==> src/sbm_pkg.sv <==
// Shared constants and types for the serial bus byte access master
package sbm_pkg;
  // Configuration space offsets
  localparam logic [7:0] SBM_OFS_PM_DATA = 8'ha7;
  localparam logic [7:0] SBM_OFS_BUFFER = 8'hb0;
  localparam logic [7:0] SBM_OFS_OFFSET = 8'hb1;
  localparam logic [7:0] SBM_OFS_TARGET = 8'hb2;
  localparam logic [7:0] SBM_OFS_CTRL = 8'hb3;
  // Reset values
  localparam logic [7:0] SBM_RST_BYTE = 8'h00;
  localparam logic [7:0] SBM_PM_DATA_VAL = 8'h00;
  // Control/status field positions
  localparam int SBM_CTRL_PROT_BIT = 7;
  localparam int SBM_CTRL_BUSY_BIT = 5;
  localparam int SBM_CTRL_TEST_BIT = 2;
  localparam int SBM_CTRL_ERR_BIT = 1;
  // Timing: one bus bit is four quarters
  localparam int SBM_REF_CLK_KHZ = 10000;
  localparam int SBM_SCL_KHZ = 100;
  localparam int SBM_QUARTER_CYC = SBM_REF_CLK_KHZ / (SBM_SCL_KHZ * 4);
  localparam int SBM_TEST_QUARTER_CYC = 4;
  localparam int SBM_ACK_BIT = 8;

  typedef struct packed {
    logic [7:0] addr;
    logic wr;
    logic rd;
    logic [7:0] wdata;
  } sbm_cfg_req_t;

  typedef struct packed {
    logic scl_out;
    logic scl_oe_n;
    logic sda_out;
    logic sda_oe_n;
  } sbm_link_out_t;

  typedef enum logic [2:0] {
    IT_START, IT_ADDR_W, IT_ADDR_R, IT_INDEX, IT_DATA, IT_RECV, IT_STOP
  } sbm_item_t;
endpackage

==> src/sbm_master.sv <==
// Serial bus byte access master with its configuration registers
`timescale 1ns/1ns
module sbm_master (
  input wire logic REF_CLK,
  input wire logic RESET_N,
  input wire logic HOST_RST_N,
  input wire sbm_pkg::sbm_cfg_req_t CFG_REQ,
  output logic [7:0] CFG_RDATA,
  input wire logic SCL_IN,
  input wire logic SDA_IN,
  output sbm_pkg::sbm_link_out_t LINK_OUT
);
  import sbm_pkg::*;

  logic [7:0] buffer_q, buffer_d;
  logic [7:0] offset_q, offset_d;
  logic [7:0] target_q, target_d;
  logic prot_q, prot_d;
  logic test_q, test_d;
  logic err_q, err_d;
  logic busy_q, busy_d;
  logic abort_q, abort_d;
  logic nack_q, nack_d;
  logic [2:0] step_q, step_d;
  logic [3:0] bit_q, bit_d;
  logic [1:0] quarter_q, quarter_d;
  logic [4:0] tick_q, tick_d;
  logic [7:0] rx_q, rx_d;
  logic [7:0] rdata_q, rdata_d;
  sbm_link_out_t link_q, link_d;
  logic [2:0] scl_sync_q, sda_sync_q;
  logic scl_f_q, sda_f_q;

  sbm_item_t item;
  logic is_byte, scl_rel, sda_rel, stall, tick_last, tx_bit;
  logic [7:0] tx_byte;
  logic [4:0] qlen;

  // Step list of the current request, with an abort forcing the stop
  function automatic sbm_item_t seq_item(input logic [2:0] step, input logic rd,
                                         input logic short_p);
    sbm_item_t it;
    it = IT_STOP;
    unique case (step)
      3'd0: it = IT_START;
      3'd1: it = (short_p && rd) ? IT_ADDR_R : IT_ADDR_W;
      3'd2: it = short_p ? (rd ? IT_RECV : IT_DATA) : IT_INDEX;
      3'd3: it = short_p ? IT_STOP : (rd ? IT_START : IT_DATA);
      3'd4: it = (!short_p && rd) ? IT_ADDR_R : IT_STOP;
      3'd5: it = (!short_p && rd) ? IT_RECV : IT_STOP;
      default: it = IT_STOP;
    endcase
    return it;
  endfunction

  // Line inputs: three stages, value taken once the last two agree
  always_ff @(posedge REF_CLK or negedge RESET_N) begin
    if (!RESET_N) begin
      scl_sync_q <= 3'b111;
      sda_sync_q <= 3'b111;
      scl_f_q <= 1'b1;
      sda_f_q <= 1'b1;
    end else begin
      scl_sync_q <= {scl_sync_q[1:0], SCL_IN};
      sda_sync_q <= {sda_sync_q[1:0], SDA_IN};
      if (scl_sync_q[1] == scl_sync_q[2]) begin
        scl_f_q <= scl_sync_q[2];
      end
      if (sda_sync_q[1] == sda_sync_q[2]) begin
        sda_f_q <= sda_sync_q[2];
      end
    end
  end

  always_comb begin
    item = abort_q ? IT_STOP : seq_item(step_q, target_q[0], prot_q);
    is_byte = (item != IT_START) && (item != IT_STOP);
    unique case (item)
      IT_ADDR_W: tx_byte = prot_q ? target_q : {target_q[7:1], 1'b0};
      IT_ADDR_R: tx_byte = {target_q[7:1], 1'b1};
      IT_INDEX: tx_byte = offset_q;
      IT_DATA: tx_byte = buffer_q;
      default: tx_byte = 8'hff;
    endcase
    // Line left free for the slave's acknowledge, our closing nack and received bits
    if (bit_q == 4'(SBM_ACK_BIT) || item == IT_RECV) begin
      tx_bit = 1'b1;
    end else begin
      tx_bit = tx_byte[3'(4'd7 - bit_q)];
    end
    // Release pattern per quarter for each symbol
    unique case (item)
      IT_START: begin
        scl_rel = (quarter_q == 2'd1) || (quarter_q == 2'd2);
        sda_rel = (quarter_q == 2'd0) || (quarter_q == 2'd1);
      end
      IT_STOP: begin
        scl_rel = (quarter_q != 2'd0);
        sda_rel = (quarter_q == 2'd2) || (quarter_q == 2'd3);
      end
      default: begin
        scl_rel = (quarter_q == 2'd1) || (quarter_q == 2'd2);
        sda_rel = tx_bit;
      end
    endcase
    if (!busy_q) begin
      scl_rel = 1'b1;
      sda_rel = 1'b1;
    end
    qlen = test_q ? 5'(SBM_TEST_QUARTER_CYC) : 5'(SBM_QUARTER_CYC);
    tick_last = (tick_q == qlen - 5'd1);
    // A slave holding the clock low stretches the high quarters
    stall = scl_rel && !scl_f_q;
  end

  always_comb begin
    buffer_d = buffer_q;
    offset_d = offset_q;
    target_d = target_q;
    prot_d = prot_q;
    test_d = test_q;
    err_d = err_q;
    busy_d = busy_q;
    abort_d = abort_q;
    nack_d = nack_q;
    step_d = step_q;
    bit_d = bit_q;
    quarter_d = quarter_q;
    tick_d = tick_q;
    rx_d = rx_q;
    rdata_d = rdata_q;
    link_d.scl_out = 1'b0;
    link_d.sda_out = 1'b0;
    link_d.scl_oe_n = scl_rel;
    link_d.sda_oe_n = sda_rel;

    if (CFG_REQ.wr) begin
      unique case (CFG_REQ.addr)
        SBM_OFS_BUFFER: buffer_d = CFG_REQ.wdata;
        SBM_OFS_OFFSET: offset_d = CFG_REQ.wdata;
        SBM_OFS_TARGET: begin
          // Write while busy is ignored, the field keeps its value
          if (!busy_q) begin
            target_d = CFG_REQ.wdata;
            busy_d = 1'b1;
            abort_d = 1'b0;
            nack_d = 1'b0;
            step_d = 3'd0;
            bit_d = 4'd0;
            quarter_d = 2'd0;
            tick_d = 5'd0;
          end
        end
        SBM_OFS_CTRL: begin
          prot_d = CFG_REQ.wdata[SBM_CTRL_PROT_BIT];
          test_d = CFG_REQ.wdata[SBM_CTRL_TEST_BIT];
          if (CFG_REQ.wdata[SBM_CTRL_ERR_BIT]) begin
            err_d = 1'b0;
          end
        end
        default: ;
      endcase
    end

    if (busy_q && !stall) begin
      if (!tick_last) begin
        tick_d = tick_q + 5'd1;
      end else begin
        tick_d = 5'd0;
        quarter_d = quarter_q + 2'd1;
        // Sample at the end of the clock high time
        if (quarter_q == 2'd2 && is_byte) begin
          if (bit_q == 4'(SBM_ACK_BIT)) begin
            nack_d = (item != IT_RECV) && sda_f_q;
            if ((item != IT_RECV) && sda_f_q) begin
              err_d = 1'b1;
            end
          end else if (item == IT_RECV) begin
            rx_d = {rx_q[6:0], sda_f_q};
          end
        end
        if (quarter_q == 2'd3) begin
          if (is_byte && bit_q != 4'(SBM_ACK_BIT)) begin
            bit_d = bit_q + 4'd1;
          end else begin
            bit_d = 4'd0;
            step_d = step_q + 3'd1;
            if (item == IT_STOP) begin
              busy_d = 1'b0;
              abort_d = 1'b0;
            end else if (nack_q) begin
              abort_d = 1'b1;
            end
            // Received byte, hardware wins over a host write
            if (item == IT_RECV) begin
              buffer_d = rx_q;
            end
          end
        end
      end
    end

    if (CFG_REQ.rd) begin
      unique case (CFG_REQ.addr)
        SBM_OFS_PM_DATA: rdata_d = SBM_PM_DATA_VAL;
        SBM_OFS_BUFFER: rdata_d = buffer_q;
        SBM_OFS_OFFSET: rdata_d = offset_q;
        SBM_OFS_TARGET: rdata_d = target_q;
        SBM_OFS_CTRL: begin
          rdata_d = 8'h00;
          rdata_d[SBM_CTRL_PROT_BIT] = prot_q;
          rdata_d[SBM_CTRL_BUSY_BIT] = busy_q;
          rdata_d[SBM_CTRL_TEST_BIT] = test_q;
          rdata_d[SBM_CTRL_ERR_BIT] = err_q;
        end
        default: rdata_d = 8'h00;
      endcase
    end
    // Host bus reset only clears the read port, never the fields
    if (!HOST_RST_N) begin
      rdata_d = 8'h00;
    end
  end

  always_ff @(posedge REF_CLK or negedge RESET_N) begin
    if (!RESET_N) begin
      buffer_q <= SBM_RST_BYTE;
      offset_q <= SBM_RST_BYTE;
      target_q <= SBM_RST_BYTE;
      prot_q <= 1'b0;
      test_q <= 1'b0;
      err_q <= 1'b0;
      busy_q <= 1'b0;
      abort_q <= 1'b0;
      nack_q <= 1'b0;
      step_q <= 3'd0;
      bit_q <= 4'd0;
      quarter_q <= 2'd0;
      tick_q <= 5'd0;
      rx_q <= 8'h00;
      rdata_q <= 8'h00;
      link_q <= '{scl_out: 1'b0, scl_oe_n: 1'b1, sda_out: 1'b0, sda_oe_n: 1'b1};
    end else begin
      buffer_q <= buffer_d;
      offset_q <= offset_d;
      target_q <= target_d;
      prot_q <= prot_d;
      test_q <= test_d;
      err_q <= err_d;
      busy_q <= busy_d;
      abort_q <= abort_d;
      nack_q <= nack_d;
      step_q <= step_d;
      bit_q <= bit_d;
      quarter_q <= quarter_d;
      tick_q <= tick_d;
      rx_q <= rx_d;
      rdata_q <= rdata_d;
      link_q <= link_d;
    end
  end

  assign CFG_RDATA = rdata_q;
  assign LINK_OUT = link_q;
endmodule // sbm_master

==> config.mk <==
export PLATFORM = sky130hd
export DESIGN_NAME = sbm_master
export DESIGN_NICKNAME = d
export VERILOG_FILES = /design/src/sbm_pkg.sv /design/src/sbm_master.sv
export SDC_FILE = /design/constraint.sdc
export NUM_CORES = 1
export LEC_CHECK = 0
export BUFFER_PORTS_ARGS = -buffer_cell sky130_fd_sc_hd__buf_2
export CORE_ASPECT_RATIO = 1.5
export CORE_MARGIN = 5
export CORE_UTILIZATION = 54
export CTS_BUF_LIST = sky130_fd_sc_hd__clkbuf_4 sky130_fd_sc_hd__clkbuf_8
export DETAILED_ROUTE_END_ITERATION = 12
export PLACE_DENSITY = 0.74
export REMOVE_ABC_BUFFERS = 1
export SLEW_MARGIN = 20
export SYNTH_ARGS = -nofsm -noshare
export SYNTH_HDL_FRONTEND = slang
export SYNTH_SLANG_ARGS = --single-unit
==> constraint.sdc <==
create_clock -name REF_CLK -period 2.4 [get_ports REF_CLK]
set_input_delay 0.24 -clock REF_CLK [delete_from_list [all_inputs] [get_ports REF_CLK]]
set_output_delay 0.24 -clock REF_CLK [all_outputs]
set_load 0.05 [all_outputs]
==> results of run 1 <==
sequential cells by signal (all words and copies together), names as in the netlist:
name / flops
nack_q: 1
rx_q: 8
LINK_OUT: 2
tick_q: 5
quarter_q: 2
target_q: 8
buffer_q: 8
scl_sync_q: 3
CFG_RDATA: 8
bit_q: 4
abort_q: 1
offset_q: 8
test_q: 1
sda_sync_q: 3
prot_q: 1
scl_f_q: 1
err_q: 1
sda_f_q: 1
step_q: 3
busy_q: 1
timing repair:
item                                    4_1_cts  5_1_grt
hold endpoints to repair                     18        0
hold buffers                                  3        0
gates cloned                                  0        1
buffers inserted                              9        5
pin swaps                                    15       11
endpoints found under the setup margin       34       35
resized for setup                            34       29
per-stage QoR:
stage	hold slack (ps)	instance area, um2
global placement	284	4400
global route	147	5010
CTS	137	4870
finish	147	5010
floorplan	-55.6	3830
detailed placement	297	4400
per-layer routing:
metal | global-route usage | share of wire
met5 | 0 | 0
met4 | 0.133 | 0.042
met3 | 0.0551 | 0.046
met2 | 0.396 | 0.54
met1 | 0.239 | 0.37
path summary, 6_finish.rpt:
path	cells after the start	end	start	slack, ps
setup / recovery	12	LINK_OUT[0]$_DFF_PN1_	step_q[0]$_DFF_PN0_	-310
setup reg to reg	12	LINK_OUT[0]$_DFF_PN1_	step_q[0]$_DFF_PN0_	-310
max in group asynchronous	3	target_q[2]$_DFFE_PN0P_	RESET_N	1240
hold reg to reg	0	sda_sync_q[1]$_DFF_PN1_	sda_sync_q[0]$_DFF_PN1_	360
min in group asynchronous	2	target_q[0]$_DFFE_PN0P_	RESET_N	440
hold / removal	2	offset_q[3]$_DFFE_PN0P_	CFG_REQ[3]	150
synthesized netlist by cell type (all sizes together), types with 6 or more instances:
library cell / instances
clkbuf: 8
a21oi: 23
dfstp: 10
nor2: 17
ha: 12
and2: 9
o21ai: 10
dfrtp: 60
nand3: 16
nor4: 9
buf: 9
nand2b: 6
mux2: 27
inv: 18
mux2i: 19
o22ai: 8
nand2: 25
final cells by class:
cell class / count / area (um2)
multi-input cells: 253 / 2250
fillers: 519 / 2160
flip-flops and latches: 70 / 1760
repair buffers: 87 / 611
clock buffers: 12 / 146
well taps: 100 / 125
inverters: 18 / 67.6
clock inverters: 4 / 47.5
cells by family (layout without fill, tap and decap cells):
logic type	count (synthesis)	in the layout	synth area share
adder cells (fa/ha/maj)	14	14	0.0433
AND/OR/NAND/NOR	107	107	0.153
AO/OA/AOI/OAI	76	76	0.145
buffers and inverters	35	121	0.0424
other	1	2	0.000955
multiplexers	50	50	0.157
XOR/XNOR	4	4	0.00892
flip-flops	70	70	0.449
power groups by stage:
stage / Clock (mW) / Sequential, mW / Combinational [mW]
2_1_floorplan: 0 / 1.32 / 0.180
3_3_place_gp: 0 / 1.33 / 0.300
3_5_place_dp: 0 / 1.34 / 0.309
4_1_cts: 0.953 / 1.32 / 0.328
5_1_grt: 1.01 / 1.33 / 0.382
6_report: 0.946 / 1.32 / 0.344
worst max-delay path, delay by kind of cell (launching register included):
kind,cells,cell delay [ps]
fa+ha+maj,1,170
flops,1,410
buf+inv,3,420
compound gates,7,1480
simple gates,1,160
==> flow_metrics.py, run 1 <==
metrics = {
    "sta": {
        "clock_skew_ps": 9.92,
        "slew_violations": 0,
        "final_hold_viol_count": 0,
        "max_freq_ghz": 0.369,
        "setup_violations": 32,
        "tns_ps": -6660,
        "timing.final.crit_share": 1.13,
        "maxSlewHeadroom": 0.584,
        "fin_ws_ps": -309,
        "period_needed_ps": 2710,
        "max_slew.worst_pin.slew_ps": 625,
        "rsz0062_at_grt": "yes",
    },
    "logic_synthesis": {
        "yosysWarnings": 0,
        "synth_edf_count": 0,
        "synth-seq-cells": 70,
        "synth_cells": 357,
        "yosysSeqAreaShare": 0.449,
        "synth_area_mm2": 0.00393,
        "synth_top_area_share": 0.382,
        "synth_top_cell_by_area": "dfrtp_1",
        "synth_area_leaders": "dfrtp_1 38%, dfstp_2 6.7%, mux2_2 5.4%",
        "synth.avg_cell_area_um2": 11.0,
        "synthDistinctLibCells": 67,
        "synth_ff_type": "dfrtp_1",
        "async_flop_share": 1.00,
    },
    "power": {
        "pwr-share-seq": 0.506,
        "intPower_mw": 1.92,
        "p_sw_frac": 0.263,
        "power.switching_mw": 0.688,
        "p_per_area_mw_per_mm2": 521,
        "comb_power_share": 0.132,
        "p_leak_nw": 2.21,
        "ir_drop_mv": 0.440,
        "clock_power_share": 0.362,
        "p_total_mw": 2.61,
    },
    "setup_path": {
        "critPathKind": "flop to flop",
        "startpoint_type": "flop",
        "critPathCaptureType": "flop",
        "cp_slowest_stage_delay_ps": 410,
        "path_common_cell": "buf_4",
        "crit_path_cell_trace": "buf_4 > ha_4 > nor2b_2 > o21a_1 > buf_4 > buf_4 > o21ai_2 > a21oi_4 > a221oi_1 > a221o_1 > o211ai_1 > a221o_1",
        "crit_fanout": 7,
        "critPathRequiredTime_ps": 2680,
        "crit_arrival_ps": 2990,
        "cpMaxStageDelayCell": "dfrtp_1",
    },
    "clock_tree": {
        "ctsHtreeMaxLevel": 3,
        "root_buffer": "clkbuf_8",
        "cts_inserted_buffers": 9,
        "cts.clk_slew.worst_paths_ps": 70,
        "cts.sink_count": 70,
        "cts_tree": "yes",
        "clkLatencyLatePin_ps": 360,
        "ctsLongestPathBuffers": 2,
    },
    "route": {
        "routed_wl_mm": 9.80,
        "drt-vias-per-instance": 5.81,
        "drc": 0,
        "num_vias": 3163,
        "antenna_left": 0,
        "drt_iter0_drc": 129,
        "dr.pass1.iters": 4,
        "wl_per_cell_um": 18.0,
    },
    "floorplan": {
        "design.core.area_mm2": 0.00718,
        "start_util": 0.547,
        "dieArea_mm2": 0.00911,
        "io-pin-count": 35,
        "die_w_um": 79.6,
        "die_y_um": 114,
        "rows": 38,
    },
    "layout": {
        "antenna_cells": 0,
        "final_common_cell": "dfrtp_1",
        "fin_cells": 544,
        "post-route-util": 0.699,
        "most-common-layout-cells": "60 x dfrtp_1, 44 x buf_4, 32 x buf_2, 25 x nand2_1, 19 x mux2_2",
        "layout-drive-gt1-share": 0.432,
        "syn2layout_area_growth_pct": 27.7,
        "layout.nets": 474,
    },
    "global_routing": {
        "grt_max_degree": 29,
        "grt_overflow": 0,
        "track_usage": 0.225,
        "antenna_found_initial": 0,
        "grt_first_pass_wirelength_mm": 15.7,
        "grt_pass1_vias": 3323,
    },
    "placed_design": {
        "post-place-ws_ps": -356,
        "numPortBuffers": 32,
        "post-dp-hpwl_mm": 6.95,
        "place.gp.congestion": 0.954,
        "place_inst": 511,
    },
    "run": {
        "maxCapViolations": 0,
    },
    "outcome": {
        "violations": "setup timing",
        "run_status": "complete, but fails checks",
    },
    "hold_path": {
        "hp-class": "input port to flop",
    },
}
No activity file was read; power rests on OpenSTA's default activity.
==> run 2, diff against run 1 <==
GPL_TIMING_DRIVEN = 0   (was unset)
PLACE_DENSITY = 0.71   (was 0.74)
clock period = 2.5 ns   (was 2.4 ns; I/O delays follow)
==> run 2 against run 1 <==
The flow still finishes with violations (setup timing). Non-clock buffer count fell by 32. Hold slack improved by 7.2 ps. Clock skew is 4.8 ps lower. Clock-buffer cell count up 1. Critical path type unchanged. Critical endpoint is now buffer_q[2]$_DFF_PN0_. Largest cell class unchanged. Largest power group unchanged. Highest routed layer unchanged.
==> flow_metrics.py, run 2 (same netlist as run 1, synthesis figures left out) <==
metrics = {
    "clock_tree": {
        "ctsHtreeMaxLevel": 3,
        "clkLatencyLatePin_ps": 360,
        "cts.clk_slew.worst_paths_ps": 70,
        "cts_tree": "yes",
        "ctsLongestPathBuffers": 2,
        "cts.sink_count": 70,
        "root_buffer": "clkbuf_8",
        "cts_inserted_buffers": 9,
    },
    "route": {
        "wl_per_cell_um": 19.6,
        "drc": 0,
        "drt_iter0_drc": 342,
        "routed_wl_mm": 10.1,
        "antenna_left": 0,
        "drt-vias-per-instance": 6.12,
        "dr.pass1.iters": 8,
        "num_vias": 3144,
    },
    "setup_path": {
        "startpoint_type": "flop",
        "critPathRequiredTime_ps": 2720,
        "rr_startpoint": "step_q[0]$_DFF_PN0_",
        "critPathCaptureType": "flop",
        "crit_path_start": "step_q[0]$_DFF_PN0_",
        "critPathKind": "flop to flop",
        "crit_fanout": 6,
        "crit_arrival_ps": 3120,
    },
    "global_routing": {
        "track_usage": 0.227,
        "grt_overflow": 0,
        "antenna_found_initial": 0,
        "grt_max_degree": 39,
        "grt_pass1_vias": 3121,
        "grt_first_pass_wirelength_mm": 15.7,
    },
    "floorplan": {
        "die_y_um": 114,
        "start_util": 0.547,
        "design.core.area_mm2": 0.00718,
        "io-pin-count": 35,
        "dieArea_mm2": 0.00911,
        "die_w_um": 79.6,
        "rows": 38,
    },
    "power": {
        "p_per_area_mw_per_mm2": 516,
        "pwr-share-seq": 0.522,
        "clock_power_share": 0.352,
        "p_leak_nw": 2.02,
        "power.switching_mw": 0.676,
        "p_total_mw": 2.45,
        "ir_drop_mv": 0.482,
        "intPower_mw": 1.77,
        "p_sw_frac": 0.276,
        "comb_power_share": 0.126,
    },
    "layout": {
        "finalInstanceArea_mm2": 0.00474,
        "most-common-layout-cells": "59 x dfrtp_1, 31 x buf_2, 23 x nand2_1, 19 x mux2_2",
        "layout.nets": 444,
        "final_common_cell": "dfrtp_1",
        "fillers": 547,
        "layout-drive-gt1-share": 0.377,
        "post-route-util": 0.661,
        "syn2layout_area_growth_pct": 20.7,
        "antenna_cells": 0,
    },
    "sta": {
        "clock_skew_ps": 5.12,
        "maxSlewHeadroom": 0.314,
        "period_needed_ps": 2900,
        "setup_violations": 34,
        "rsz0062_at_grt": "yes",
        "tns_ps": -7960,
        "max_slew.worst_pin.slew_ps": 1030,
        "final_hold_viol_count": 0,
        "timing.final.crit_share": 1.16,
        "hold-worst-slack_ps": 155,
        "fin_ws_ps": -396,
        "slew_violations": 0,
        "max_freq_ghz": 0.345,
    },
    "hold_path": {
        "min_from": "CFG_REQ[4]",
        "hp-class": "input port to flop",
    },
    "run": {
        "maxCapViolations": 0,
    },
    "outcome": {
        "violations": "setup timing",
        "run_status": "complete, but fails checks",
    },
    "placed_design": {
        "post-dp-hpwl_mm": 6.43,
        "postPlaceCellArea_mm2": 0.00415,
        "numPortBuffers": 32,
        "place.gp.congestion": 0.887,
    },
}
[run 2: path summary, 6_finish.rpt]
| check | slack (ps) | depth (start not counted) | to |
|---|---|---|---|
| setup / recovery | -400 | 10 | buffer_q[2]$_DFF_PN0_ |
| max in group asynchronous | 1510 | 3 | sda_f_q$_DFFE_PN1N_ |
| min in group asynchronous | 370 | 2 | CFG_RDATA[5]$_DFFE_PN0P_ |
| setup reg to reg | -400 | 10 | buffer_q[2]$_DFF_PN0_ |
| hold / removal | 150 | 2 | target_q[4]$_DFFE_PN0P_ |
| hold reg to reg | 360 | 0 | sda_sync_q[1]$_DFF_PN1_ |
[run 2: layout make-up]
| class | count | area [um2] | share of cell area |
|---|---|---|---|
| clock buffer | 13 | 166 | 0.0351 |
| tap | 100 | 125 | 0.0264 |
| clock inverter | 3 | 18.8 | 0.00396 |
| timing repair buffer | 55 | 374 | 0.0789 |
| multi-input combinational | 255 | 2220 | 0.469 |
| inverter | 18 | 67.6 | 0.0142 |
| sequential | 70 | 1770 | 0.372 |
[run 2: stage by stage]
stage | cells | setup slack [ps]
after CTS | 507 | -336
after global routing | 514 | -510
after detailed placement | 474 | -816
after global placement | 473 | -1040
final | 514 | -396
after floorplan | 341 | -506
[run 2: what timing repair did]
| action | 4_1_cts | 5_1_grt |
|---|---|---|
| endpoints found under the hold margin | 34 | 0 |
| setup buffers | 12 | 8 |
| pin swaps | 12 | 8 |
| resized for setup | 24 | 23 |
| cloned | 2 | 0 |
| endpoints found under the setup margin | 34 | 35 |
| hold buffers | 3 | 0 |
[run 2: worst max-delay path, stage by stage, from the launching register on]
cell	delay, ps
dfrtp_1	420
ha_2	220
ha_4	170
a22oi_2	230
o221ai_4	200
a31oi_4	250
mux2i_4	350
buf_4	190
o2111ai_4	190
nor4_1	440
a21oi_1	100
[run 2: layer usage]
metal / up-vias / GRT usage / part of all wire
met5: - / 0 / 0
met4: 0 / 0.131 / 0.042
met3: 36 / 0.0417 / 0.053
met2: 131 / 0.385 / 0.53
met1: 1552 / 0.265 / 0.37
li1: 1425 / - / -
[run 2: power groups by stage]
stage               registers, mW  logic (mW)  clock network (mW)
floorplan                    1.27       0.173                   0
finish                       1.28       0.309               0.862
CTS                          1.27       0.298               0.876
global placement             1.28       0.258                   0
global route                 1.29       0.338               0.927
detailed placement           1.29       0.271                   0
